$ cat config.mk
export PLATFORM = sky130hd
export DESIGN_NAME = rfic_top
export DESIGN_NICKNAME = d
export VERILOG_FILES = /design/src/core/rfic_pkg.sv /design/src/core/rfic_sync2.sv /design/src/core/rfic_cfg_sampler.sv /design/src/core/rfic_top.sv
export SDC_FILE = /design/constraint.sdc
export NUM_CORES = 1
export LEC_CHECK = 0
export BUFFER_PORTS_ARGS = -buffer_cell sky130_fd_sc_hd__buf_2
export CAP_MARGIN = 20
export CELL_PAD_IN_SITES_DETAIL_PLACEMENT = 0
export CELL_PAD_IN_SITES_GLOBAL_PLACEMENT = 2
export CORE_MARGIN = 5
export CORE_UTILIZATION = 34
export CTS_BUF_LIST = sky130_fd_sc_hd__clkbuf_8
export CTS_CLUSTER_SIZE = 25
export DETAILED_ROUTE_END_ITERATION = 12
export PLACE_DENSITY_LB_ADDON = 0.1
export SLEW_MARGIN = 30
export SYNTH_ARGS = -nofsm -noshare
export SYNTH_HDL_FRONTEND = slang
export SYNTH_SLANG_ARGS = --single-unit
$ cat constraint.sdc
create_clock -name ref_clk -period 1.6 [get_ports ref_clk]
set_input_delay 0 -clock ref_clk [delete_from_list [all_inputs] [get_ports ref_clk]]
set_output_delay 0 -clock ref_clk [all_outputs]
set_load 0.01 [all_outputs]
$ cat src/core/rfic_pkg.sv
`default_nettype none
package rfic_pkg;

    // reset causes presented by the reset controller
    typedef enum logic [2:0] {
        RST_NONE     = 3'b000,
        RST_SOFTWARE = 3'b001,
        RST_WATCHDOG = 3'b010,
        RST_SHORT_HW = 3'b011,
        RST_LONG_HW  = 3'b100,
        RST_ASYNC_HW = 3'b101,
        RST_POWER_ON = 3'b110
    } rfic_cause_t;

    typedef enum logic [1:0] {
        PWR_RUN   = 2'b00,
        PWR_DRAIN = 2'b01,
        PWR_IDLE  = 2'b10,
        PWR_DOWN  = 2'b11
    } rfic_pstate_t;

    typedef struct packed {
        logic power_on;
        logic long_hw;
        logic short_hw;
        logic software;
        logic watchdog;
    } rfic_flags_t;

    // register offsets
    localparam logic [3:0] ADDR_FLAGS   = 4'h0;
    localparam logic [3:0] ADDR_PORTCFG = 4'h1;
    localparam logic [3:0] ADDR_SYSCFG  = 4'h2;
    localparam logic [3:0] ADDR_BUSCFG  = 4'h3;
    localparam logic [3:0] ADDR_IRQ_ST  = 4'h4;
    localparam logic [3:0] ADDR_IRQ_MSK = 4'h5;
    localparam logic [3:0] ADDR_PSTATE  = 4'h6;

    // which config port bits are resampled per reset type
    localparam logic [15:0] MASK_SW_WDT  = 16'h1fc0;
    localparam logic [15:0] MASK_SHORT   = 16'h1fff;
    localparam logic [15:0] MASK_FULL    = 16'hffff;
    localparam logic [15:0] CFG_RST_VAL  = 16'h0000;

    // irq status bit positions
    localparam int IRQ_RESET = 0;
    localparam int IRQ_IDLE  = 1;
    localparam int IRQ_WAKE  = 2;
    localparam int IRQ_REFUSE = 3;
    localparam int IRQ_W     = 4;

endpackage
`default_nettype wire

$ cat src/core/rfic_sync2.sv
`timescale 1ns/10ps
`default_nettype none
module rfic_sync2 #(
    parameter int WIDTH = 1
) (
    // clock and reset
    input  wire logic             ref_clk,
    input  wire logic             sys_rst,
    // data
    input  wire logic [WIDTH-1:0] async_in,
    output logic      [WIDTH-1:0] sync_out
);
    logic [WIDTH-1:0] meta;

    always_ff @(posedge ref_clk)
    begin
        if (sys_rst)
        begin
            meta     <= '0;
            sync_out <= '0;
        end
        else
        begin
            meta     <= async_in;
            sync_out <= meta;
        end
    end
endmodule // rfic_sync2
`default_nettype wire

$ cat src/core/rfic_cfg_sampler.sv
`timescale 1ns/10ps
`default_nettype none
module rfic_cfg_sampler (
    // clock and reset
    input  wire logic                  ref_clk,
    input  wire logic                  sys_rst,
    // capture request
    input  wire logic                  capture,
    input  wire rfic_pkg::rfic_cause_t cause,
    input  wire logic [15:0]           port_pins,
    // latched configuration
    output logic      [15:0]           cfg
);
    function automatic logic [15:0] sample_mask(input rfic_pkg::rfic_cause_t c);
        case (c)
            rfic_pkg::RST_SOFTWARE,
            rfic_pkg::RST_WATCHDOG: sample_mask = rfic_pkg::MASK_SW_WDT;
            rfic_pkg::RST_SHORT_HW: sample_mask = rfic_pkg::MASK_SHORT;
            rfic_pkg::RST_LONG_HW,
            rfic_pkg::RST_ASYNC_HW,
            rfic_pkg::RST_POWER_ON: sample_mask = rfic_pkg::MASK_FULL;
            default:                sample_mask = 16'h0000;
        endcase
    endfunction

    logic [15:0] m;
    assign m = sample_mask(cause);

    // unsampled bits keep the value from the previous reset
    always_ff @(posedge ref_clk)
    begin
        if (sys_rst)
            cfg <= rfic_pkg::CFG_RST_VAL;
        else if (capture)
            cfg <= (cfg & ~m) | (port_pins & m);
    end
endmodule // rfic_cfg_sampler
`default_nettype wire

$ cat src/core/rfic_top.sv
//Contract
//- software reset sets only the software flag.
//- bidirectional sw/wdt reset with delay input low may chain short hw reset.
//- prolonged short hardware reset is flagged as long hardware reset.
//- after reset, sampled port bits go to port, system and bus config.
//- sw/wdt reset samples high bits 4..0 and low bits 7..6 only.
//- short hw reset samples all bits except high bits 7..5.
//- long, async and power-on resets sample all sixteen bits.
//- idle stops the cpu, peripherals keep running.
//- power-down stops cpu and peripherals.
//- idle and power-down entered only via protected instructions.
//- pending external bus cycles finish before entry.
//- entry refused if ready enabled but never seen on last access.
//- any interrupt request ends idle.
//- after idle the next instruction runs after interrupt return.
`timescale 1ns/10ps
`default_nettype none
module rfic_top #(
    parameter int PROLONG_CYCLES = 16
) (
    // clock and reset
    input  wire logic        ref_clk,
    input  wire logic        sys_rst,
    // reset controller
    input  wire logic        reset_event,
    input  wire logic [2:0]  reset_cause,
    input  wire logic        reset_bidir,
    input  wire logic        reset_delay_input,
    input  wire logic        short_reset_held,
    input  wire logic [15:0] config_port,
    // cpu and bus
    input  wire logic        idle_instr,
    input  wire logic        power_down_instruction,
    input  wire logic        bus_busy,
    input  wire logic        ready_enable,
    input  wire logic        ready_polarity,
    input  wire logic        ready_pin,
    input  wire logic        bus_access_start,
    input  wire logic        irq_request,
    input  wire logic        interrupt_return_instruction,
    // control outputs
    output logic             cpu_stop,
    output logic             periph_stop,
    output logic             chain_short_reset,
    output logic             resume_after_idle,
    output logic             irq,
    // register port
    input  wire logic [3:0]  reg_addr,
    input  wire logic [15:0] reg_wdata,
    input  wire logic        reg_wr,
    input  wire logic        reg_rd,
    output logic      [15:0] reg_rdata
);
    rfic_pkg::rfic_flags_t  flags;
    rfic_pkg::rfic_pstate_t pstate;
    rfic_pkg::rfic_pstate_t next_pstate;
    rfic_pkg::rfic_cause_t  cause_eff;
    logic [15:0] port_cfg;
    logic [15:0] sys_cfg;
    logic [15:0] bus_cfg;
    logic [15:0] pins_sync;
    logic [2:0]  async_sync;
    logic        rdel_s;
    logic        ready_s;
    logic        rheld_s;
    logic        ready_seen;
    logic        pend_pd;
    logic        idle_wake;
    logic [rfic_pkg::IRQ_W-1:0] irq_st;
    logic [rfic_pkg::IRQ_W-1:0] irq_msk;
    logic [rfic_pkg::IRQ_W-1:0] irq_set;
    logic        refuse;
    logic [$clog2(PROLONG_CYCLES+1)-1:0] held_cnt;
    logic        prolonged;

    // pins and the reset delay line come from outside the clock domain
    rfic_sync2 #(.WIDTH(16)) u_sync_pins (
        .ref_clk  (ref_clk),
        .sys_rst  (sys_rst),
        .async_in (config_port),
        .sync_out (pins_sync)
    );
    rfic_sync2 #(.WIDTH(3)) u_sync_ctl (
        .ref_clk  (ref_clk),
        .sys_rst  (sys_rst),
        .async_in ({reset_delay_input, ready_pin, short_reset_held}),
        .sync_out (async_sync)
    );
    assign rdel_s  = async_sync[2];
    assign ready_s = async_sync[1];
    assign rheld_s = async_sync[0];

    // short reset held too long is promoted
    always_ff @(posedge ref_clk)
    begin
        if (sys_rst)
            held_cnt <= '0;
        else if (!rheld_s)
            held_cnt <= '0;
        else if (!prolonged)
            held_cnt <= held_cnt + 1'b1;
    end
    assign prolonged = (held_cnt == ($clog2(PROLONG_CYCLES+1))'(PROLONG_CYCLES));

    always_comb
    begin
        cause_eff = rfic_pkg::rfic_cause_t'(reset_cause);
        if (cause_eff == rfic_pkg::RST_SHORT_HW && prolonged)
            cause_eff = rfic_pkg::RST_LONG_HW;
    end

    // reset flags
    always_ff @(posedge ref_clk)
    begin
        if (sys_rst)
            flags <= '0;
        else if (reset_event)
        begin
            case (cause_eff)
                rfic_pkg::RST_SOFTWARE: flags <= 5'b00010;
                rfic_pkg::RST_WATCHDOG: flags <= 5'b00011;
                rfic_pkg::RST_SHORT_HW: flags <= 5'b00110;
                rfic_pkg::RST_LONG_HW,
                rfic_pkg::RST_ASYNC_HW: flags <= 5'b01110;
                rfic_pkg::RST_POWER_ON: flags <= 5'b11110;
                default:                flags <= flags;
            endcase
        end
    end

    // chain short reset after bidirectional sw/wdt reset
    always_ff @(posedge ref_clk)
    begin
        if (sys_rst)
            chain_short_reset <= 1'b0;
        else
            chain_short_reset <= reset_event && reset_bidir && !rdel_s
                && (cause_eff == rfic_pkg::RST_SOFTWARE || cause_eff == rfic_pkg::RST_WATCHDOG);
    end

    // one sampler per config register; same mask per reset type
    rfic_cfg_sampler u_port_cfg (
        .ref_clk   (ref_clk),
        .sys_rst   (sys_rst),
        .capture   (reset_event),
        .cause     (cause_eff),
        .port_pins (pins_sync),
        .cfg       (port_cfg)
    );
    rfic_cfg_sampler u_sys_cfg (
        .ref_clk   (ref_clk),
        .sys_rst   (sys_rst),
        .capture   (reset_event),
        .cause     (cause_eff),
        .port_pins (pins_sync),
        .cfg       (sys_cfg)
    );
    rfic_cfg_sampler u_bus_cfg (
        .ref_clk   (ref_clk),
        .sys_rst   (sys_rst),
        .capture   (reset_event),
        .cause     (cause_eff),
        .port_pins (pins_sync),
        .cfg       (bus_cfg)
    );

    // ready seen during last bus access
    always_ff @(posedge ref_clk)
    begin
        if (sys_rst)
            ready_seen <= 1'b1;
        else if (bus_access_start)
            ready_seen <= 1'b0;
        else if (ready_s == ready_polarity)
            ready_seen <= 1'b1;
    end
    assign refuse = ready_enable && !ready_seen;

    // power state machine
    always_comb
    begin
        next_pstate = pstate;
        case (pstate)
            rfic_pkg::PWR_RUN:
                if (idle_instr || power_down_instruction)
                    next_pstate = rfic_pkg::PWR_DRAIN;
            rfic_pkg::PWR_DRAIN:
                if (refuse)
                    next_pstate = rfic_pkg::PWR_RUN;
                else if (!bus_busy)
                    next_pstate = pend_pd ? rfic_pkg::PWR_DOWN : rfic_pkg::PWR_IDLE;
            rfic_pkg::PWR_IDLE:
                if (irq_request)
                    next_pstate = rfic_pkg::PWR_RUN;
            rfic_pkg::PWR_DOWN:
                next_pstate = rfic_pkg::PWR_DOWN; // left only by reset
            default:
                next_pstate = rfic_pkg::PWR_RUN;
        endcase
    end

    always_ff @(posedge ref_clk)
    begin
        if (sys_rst || reset_event)
            pstate <= rfic_pkg::PWR_RUN;
        else
            pstate <= next_pstate;
    end

    always_ff @(posedge ref_clk)
    begin
        if (sys_rst)
            pend_pd <= 1'b0;
        else if (pstate == rfic_pkg::PWR_RUN && (idle_instr || power_down_instruction))
            pend_pd <= power_down_instruction;
    end

    always_ff @(posedge ref_clk)
    begin
        if (sys_rst)
        begin
            cpu_stop    <= 1'b0;
            periph_stop <= 1'b0;
        end
        else
        begin
            // a reset event forces run, so the stop outputs must not follow the stale next state
            cpu_stop    <= !reset_event
                && (next_pstate == rfic_pkg::PWR_IDLE || next_pstate == rfic_pkg::PWR_DOWN);
            periph_stop <= !reset_event && next_pstate == rfic_pkg::PWR_DOWN;
        end
    end

    // after idle wake, resume at following instruction once interrupt_return_instruction retires
    assign idle_wake = pstate == rfic_pkg::PWR_IDLE && irq_request;
    always_ff @(posedge ref_clk)
    begin
        if (sys_rst)
            resume_after_idle <= 1'b0;
        else if (idle_wake)
            resume_after_idle <= 1'b1;
        else if (interrupt_return_instruction)
            resume_after_idle <= 1'b0;
    end

    // sticky interrupt status, write one to clear, set wins
    always_comb
    begin
        irq_set = '0;
        irq_set[rfic_pkg::IRQ_RESET]  = reset_event;
        irq_set[rfic_pkg::IRQ_IDLE]   = pstate != rfic_pkg::PWR_IDLE && next_pstate == rfic_pkg::PWR_IDLE;
        irq_set[rfic_pkg::IRQ_WAKE]   = idle_wake;
        irq_set[rfic_pkg::IRQ_REFUSE] = pstate == rfic_pkg::PWR_DRAIN && refuse;
    end

    always_ff @(posedge ref_clk)
    begin
        if (sys_rst)
            irq_st <= '0;
        else if (reg_wr && reg_addr == rfic_pkg::ADDR_IRQ_ST)
            irq_st <= (irq_st & ~reg_wdata[rfic_pkg::IRQ_W-1:0]) | irq_set;
        else
            irq_st <= irq_st | irq_set;
    end

    always_ff @(posedge ref_clk)
    begin
        if (sys_rst)
            irq_msk <= '0;
        else if (reg_wr && reg_addr == rfic_pkg::ADDR_IRQ_MSK)
            irq_msk <= reg_wdata[rfic_pkg::IRQ_W-1:0];
    end

    always_ff @(posedge ref_clk)
    begin
        if (sys_rst)
            irq <= 1'b0;
        else
            irq <= |((irq_st | irq_set) & irq_msk);
    end

    // register read, unmapped reads zero
    always_ff @(posedge ref_clk)
    begin
        if (sys_rst)
            reg_rdata <= '0;
        else if (reg_rd)
        begin
            case (reg_addr)
                rfic_pkg::ADDR_FLAGS:   reg_rdata <= {11'h0, flags};
                rfic_pkg::ADDR_PORTCFG: reg_rdata <= port_cfg;
                rfic_pkg::ADDR_SYSCFG:  reg_rdata <= sys_cfg;
                rfic_pkg::ADDR_BUSCFG:  reg_rdata <= bus_cfg;
                rfic_pkg::ADDR_IRQ_ST:  reg_rdata <= {12'h000, irq_st};
                rfic_pkg::ADDR_IRQ_MSK: reg_rdata <= {12'h000, irq_msk};
                rfic_pkg::ADDR_PSTATE:  reg_rdata <= {14'h0, pstate};
                default:                reg_rdata <= 16'h0000;
            endcase
        end
        else
            reg_rdata <= 16'h0000;
    end
endmodule // rfic_top
`default_nettype wire

==> results of run 1 <==
-- power by group --
part           internal [mW]  switching [mW]  leakage, nW  total (mW)
Sequential              2.49          0.0265        0.793        2.51
Clock                  0.900           0.861        0.118        1.76
Combinational          0.202           0.170        0.987       0.371
Total                   3.59            1.06         1.90        4.65
-- layout make-up --
type	count	area [sq um]
clock buffers	9	123.9
clock inverters	7	101.3
fillers	975	5350
inverters	4	15.01
multi-input cells	218	1425
flip-flops and latches	97	1944
well taps	133	166.4
repair buffers	106	738.2
-- metal layers --
metal | share of wire, % | track usage, % | wire length [um] | vias to the layer above
met3 | 5.3 | 4.476 | 371 | 6
met5 | 0 | 0 | 0 | -
met2 | 42 | 17.84 | 2941 | 52
li1 | - | - | - | 1320
met4 | 1.2 | 3.695 | 81 | 0
met1 | 52 | 16.24 | 3614 | 1074
-- stage by stage --
step	utilization [%]	total power, mW	std cells
floorplan	-	2.763	336
global placement	39.80	2.874	522
detailed placement	39.80	2.877	522
CTS	45.74	4.743	574
global route	45.76	4.895	574
finish	45.76	4.645	574
-- kinds of logic after synthesis --
kind of cell	after synthesis	share of synthesized area, %
multiplexers	27	7.873
AND/OR/NAND/NOR	149	24.74
adder cells (fa/ha/maj)	2	0.7222
flip-flops	97	56.05
XOR/XNOR	5	1.264
buffers and inverters	21	2.817
AO/OA/AOI/OAI	35	6.538
-- worst min-delay path, cell delays in order --
cell,delay (ns)
buf_2,0.17
nand4b_1,0.12
a31oi_1,0.07
-- cell usage after synthesis, types with 2 or more instances --
cell       n  share of area, %
a21oi_1   14               2.0
and3_1     2              0.36
xor2_1     2              0.51
nand2_1   12               1.3
nand3_1    8               1.2
clkbuf_1   8              0.87
nor3b_1    5               1.1
dfxtp_1   97                56
buf_2      6              0.87
nor4_1     4              0.72
and2_1    11               2.0
nand2b_1  13               2.3
inv_1      4              0.43
nor3_1     3              0.43
mux2i_1   25               7.2
nor2b_1   42               7.6
mux2_2     2              0.65
ha_1       2              0.72
nor2_1    36               3.9
xnor2_1    3              0.76
o21ai_0    7               1.0
and3b_1    3              0.76
or3_1      2              0.36
-- what timing repair did --
action | 4_1_cts | 5_1_grt
hold buffers | 36 | 0
endpoints found under the hold margin | 35 | 0
setup endpoints to repair | 0 | 3
resized for setup | 0 | 2
-- how the worst max path moves through the flow --
| stage | end | slack (ns) |
|---|---|---|
| after floorplan | flop | 0.18 |
| after global placement | flop | 0.11 |
| after detailed placement | flop | 0.09 |
| after CTS | flop | 0.07 |
| after global routing | flop | 0.01 |
| final | flop | 0.12 |
==> flow_summary.yaml, run 1 <==
worst_setup_path:
  reg2reg_slack_ns: 0.12
  worst_r2r_path_depth: 6
  crit_arrival_ns: 1.72
  end_kind: "flop"
  path_class: "flop to flop"
  crit_buf_inv: 1
  slowest_stage: "dfxtp_2"
  worstPathCellList: "inv_1 -> ha_1 -> and4bb_2 -> and2_1 -> o21a_1 -> mux2i_1"
  cp-startpoint: "held_cnt[0]$_SDFFE_PP0N_"
  cp.required_ns: 1.84
  critical-path-top-delay-family: "simple AND/OR/NAND/NOR gates"
  reg2reg_from: "held_cnt[0]$_SDFFE_PP0N_"
  max_stage_delay_ns: 0.36
  path_depth: 6
  startpoint_type: "flop"
  cp_max_fo: 4
synth:
  ys.flop_type: "dfxtp_1"
  synth_edf_count: 0
  avgSynthCellArea_sq_um: 10.31
  synthesis.area_sq_um: 3465
  ys_ff_latch: 97
  synthArstFlopShare_pct: 0
  yosysUniqueCellTypes: 48
  syn_inst: 336
  syn_nets: 394
  yosysWarnings: 0
  ys_seq_area_share_pct: 56.05
placed_design:
  dp_hpwl_mm: 4.727
  dp_slack_ns: 0.08879
  numPortBuffers: 64
  routabilityCongestion: 0.7542
  dpl_cell_area_sq_um: 3926
cts:
  clock-sinks: 97
  cts-root-buf: "clkbuf_8"
  postCtsSetupRepairBufs: 0
  cts_htree_levels: 3
  cts_tree: "done"
  clock_latency_ns: 0.36
  clk_pin_slew_worst_paths_ns: 0.09
  cts-buffers-inserted: 9
  cts_max_path_buffers: 2
grt:
  globalRoute.totalOverflow: 0
  grt_max_degree: 80
  antenna_found_initial: 0
  track_usage_pct: 12.03
  grt_pass1_wl_mm: 12.09
  first_global_vias: 2449
layout:
  syn_to_final_growth_pct: 30.30
  drive_gt1_share_pct: 22.00
  diodes: 0
  fin_nets: 494
  final_area_sq_um: 4514
  layout.cells.most_common_list: "dfxtp_1 (95), buf_2 (64), nor2b_1 (42)"
  final_common_cell: "dfxtp_1"
detailed_routing:
  post-route-drc-count: 0
  via_count: 2452
  drtIter0Drc: 53
  routed_wl_mm: 7.008
  via_per_inst: 4.272
  routedWlPerCell_um: 12.21
  ant_nets: 0
  drt-pass1-iter-count: 4
min_path:
  hp-class: "input pin to flop"
  min_delay_path_depth: 3
  min_to: "reg_rdata[1]$_SDFF_PP0_"
  hold_start: "reg_addr[1]"
pwr:
  p_per_area_nw_per_um2: 1029
  peakVddDrop_v: 0.0005379
  p_leak_nw: 1.898
die:
  die_w_um: 110.9
  initial_core_util_pct: 35.12
  die_h_um: 110.9
  top_level_ports: 77
  rows: 36
  core_sq_um: 9864
  fp.dieArea_sq_um: 12310
sta:
  slew-limit-headroom_pct: 65.97
  setup_viol_count_final: 0
  finalMaxSlewViolations: 0
  worst_pin_slew_ns: 0.5059
  fmax_mhz: 675.7
  tns_ns: 0
  setup_ws_ns: 0.1200
  rsz0062_at_grt: "no"
  period_share_pct: 92.50
  hold_violations: 0
  fin_skew_ns: 0.007088
  fin_crit_ns: 1.480
  fin_hold_ws_ns: 0.06489
outcome:
  status: "completed"
flow_run:
  cap_violations: 0
Note: power is estimated with default switching activity, not from simulation.
==> run 2, diff against run 1 <==
--- a/config.mk
+++ b/config.mk
@@ -10,7 +10,7 @@
 export CELL_PAD_IN_SITES_DETAIL_PLACEMENT = 0
 export CELL_PAD_IN_SITES_GLOBAL_PLACEMENT = 2
 export CORE_MARGIN = 5
-export CORE_UTILIZATION = 34
+export CORE_UTILIZATION = 37
 export CTS_BUF_LIST = sky130_fd_sc_hd__clkbuf_8
 export CTS_CLUSTER_SIZE = 25
 export DETAILED_ROUTE_END_ITERATION = 12
@@ -18,4 +18,5 @@
 export SLEW_MARGIN = 30
 export SYNTH_ARGS = -nofsm -noshare
 export SYNTH_HDL_FRONTEND = slang
+export SYNTH_HIERARCHICAL = 1
 export SYNTH_SLANG_ARGS = --single-unit
==> run 2 against run 1 <==
  * The run now ends with negative setup slack left
  * Critical path depth grew 3
  * Fmax shrank 23%
  * Total power grew 48%
  * Largest cell class is now multi-input gates
  * Highest routed layer unchanged
==> flow_summary.yaml, run 2 <==
outcome:
  status: "finished, violations left"
  violations: "negative setup slack"
cts:
  clk_pin_slew_worst_paths_ns: 0.08
  cts_tree: "done"
  clock-sinks: 129
  cts-buffers-inserted: 17
  cts_max_path_buffers: 2
  clock_latency_ns: 0.43
  cts_htree_levels: 4
  cts-root-buf: "clkbuf_8"
min_path:
  hp-class: "input pin to flop"
die:
  die_w_um: 131.3
  fp.dieArea_sq_um: 17250
  die_h_um: 131.3
  core_sq_um: 14480
  rows: 44
  initial_core_util_pct: 37.62
  top_level_ports: 77
worst_setup_path:
  crit_arrival_ns: 2.29
  startpoint_type: "flop"
  end_kind: "flop"
  cp_max_fo: 7
  path_class: "flop to flop"
  cp.required_ns: 1.96
sta:
  fin_crit_ns: 1.923
  setup_ws_ns: -0.3235
  fmax_mhz: 519.9
  period_share_pct: 120.2
  worst_pin_slew_ns: 0.5168
  fin_skew_ns: 0.007923
  rsz0062_at_grt: "yes"
  setup_viol_count_final: 48
  finalMaxSlewViolations: 0
  hold_violations: 0
  slew-limit-headroom_pct: 65.54
  tns_ns: -12.05
detailed_routing:
  routedWlPerCell_um: 14.53
  via_count: 4222
  routed_wl_mm: 12.90
  drtIter0Drc: 171
  post-route-drc-count: 0
  ant_nets: 0
  via_per_inst: 4.755
  drt-pass1-iter-count: 4
synth:
  ys.flop_type: "dfxtp_1"
  yosysUniqueCellTypes: 52
  synth.area.top_cells: "dfxtp_1 (47%), mux2i_1 (11%), nand2b_1 (9.6%)"
  post-synth-top-count-cell: "dfxtp_1"
  synthesis.area_sq_um: 5446
  syn_nets: 623
  avgSynthCellArea_sq_um: 9.640
  synth_edf_count: 0
  yosysWarnings: 6
  ys_top_cells_by_count: "dfxtp_1 (129), nand2b_1 (84), mux2i_1 (59)"
  synthArstFlopShare_pct: 0
  yosysTopAreaCell: "dfxtp_1"
  ys_seq_area_share_pct: 47.42
  synth_top_area_share_pct: 47.42
  syn_inst: 565
  ys_ff_latch: 129
placed_design:
  numPortBuffers: 64
  routabilityCongestion: 0.7239
  post-place-cells: 809
  dp_hpwl_mm: 8.593
grt:
  globalRoute.totalOverflow: 0
  track_usage_pct: 15.15
  grt_pass1_wl_mm: 21.22
  antenna_found_initial: 0
  first_global_vias: 4303
  grt_max_degree: 118
layout:
  syn_to_final_growth_pct: 31.79
  drive_gt1_share_pct: 24.72
  diodes: 0
  final_common_cell: "dfxtp_1"
  layout.cells.most_common_list: "dfxtp_1 (127), nand2b_1 (84), buf_2 (63)"
  fin_cells: 888
  fin_nets: 749
pwr:
  p_per_area_nw_per_um2: 957.7
  p_leak_nw: 2.841
  peakVddDrop_v: 0.0004209
flow_run:
  cap_violations: 0
==> run 2: cell count changes in the layout (fill, tap and decap cells not counted), moves of 8 or more <==
| cell | before | now |
|---|---|---|
| buf_6 | 0 | 8 |
| nand4_1 | 0 | 10 |
| mux2i_1 | 25 | 58 |
| and2_1 | 11 | 0 |
| nor2_1 | 36 | 45 |
| inv_1 | 5 | 13 |
| buf_4 | 5 | 21 |
| nand2b_1 | 13 | 84 |
| dfxtp_1 | 95 | 127 |
| a21oi_1 | 14 | 27 |
| clkbuf_8 | 9 | 18 |
==> run 2: path summary, 6_finish.rpt <==
check	start	end	slack, ns	cells past startpoint
min reg2reg	u_sync_ctl/sync_out[2]$_SDFF_PP0_	chain_short_reset$_SDFF_PP0_	0.40	1
max	held_cnt[0]$_SDFFE_PP0N_	flop	-0.32	9
max reg2reg	held_cnt[0]$_SDFFE_PP0N_	flop	-0.32	9
min	ready_enable	irq_st[3]$_SDFF_PP0_	0.04	4
==> run 2: power breakdown <==
| part | switching [mW] | internal, mW | total [mW] |
|---|---|---|---|
| clock | 1.35 | 1.44 | 2.79 |
| sequential | 0.0540 | 3.30 | 3.36 |
| combinational | 0.351 | 0.375 | 0.726 |
| total | 1.75 | 5.12 | 6.87 |
==> run 2: logic make-up after synthesis <==
| group | count (synthesis) | share of synthesized area, % |
|---|---|---|
| xor gates and xnor gates | 6 | 0.9650 |
| DFF | 129 | 47.42 |
| and+or+nand+nor | 234 | 24.74 |
| muxes | 62 | 11.88 |
| AOI/OAI and AO/OA | 84 | 9.994 |
| adders and majority gates | 2 | 0.4594 |
| buffers and inverters | 48 | 4.548 |
==> run 2: repair_timing <==
action | CTS | global route
buffers inserted | 5 | 7
endpoints found under the setup margin | 48 | 48
hold endpoints to repair | 39 | 0
pin swaps | 8 | 19
hold buffers | 38 | 0
gates cloned | 3 | 0
gates resized for setup | 19 | 20
==> run 2: critical path, cell delays in order (launching register included) <==
cell	delay, ns
dfxtp_2	0.34
inv_2	0.04
ha_2	0.16
and4bb_4	0.24
buf_12	0.14
a31oi_4	0.26
nor3_2	0.11
a211oi_4	0.21
buf_12	0.17
mux2i_1	0.19
==> run 2: cell type report <==
class,instances,area (sq um)
Fill cell,1377,7301
Multi-Input combinational cell,391,2806
Clock buffer,18,247.7
Clock inverter,14,157.7
Inverter,14,52.55
Timing Repair Buffer,138,1099
Sequential cell,129,2585
Tap cell,184,230.2
==> run 2: through the flow <==
stage,setup WS (ns),util [%],total power [mW],area [sq um],hold WS (ns)
2_1_floorplan,-0.3259,-,3.817,5514,0.07161
5_1_grt,-0.4070,49.58,7.213,7178,0.01905
3_3_place_gp,-0.3728,42.42,4.019,6142,0.1894
6_report,-0.3235,49.58,6.874,7178,0.04282
3_5_place_dp,-0.4313,42.42,4.028,6142,0.1993
4_1_cts,-0.3151,48.89,6.968,7078,0.003866
==> run 2: routing by layer <==
metal	global-route usage, %	vias to the layer above	part of all wire, %
li1	-	2169	-
met1	20.51	1988	50
met2	23.59	49	46
met3	3.670	16	2.7
met4	5.486	0	1.3
met5	0	-	0
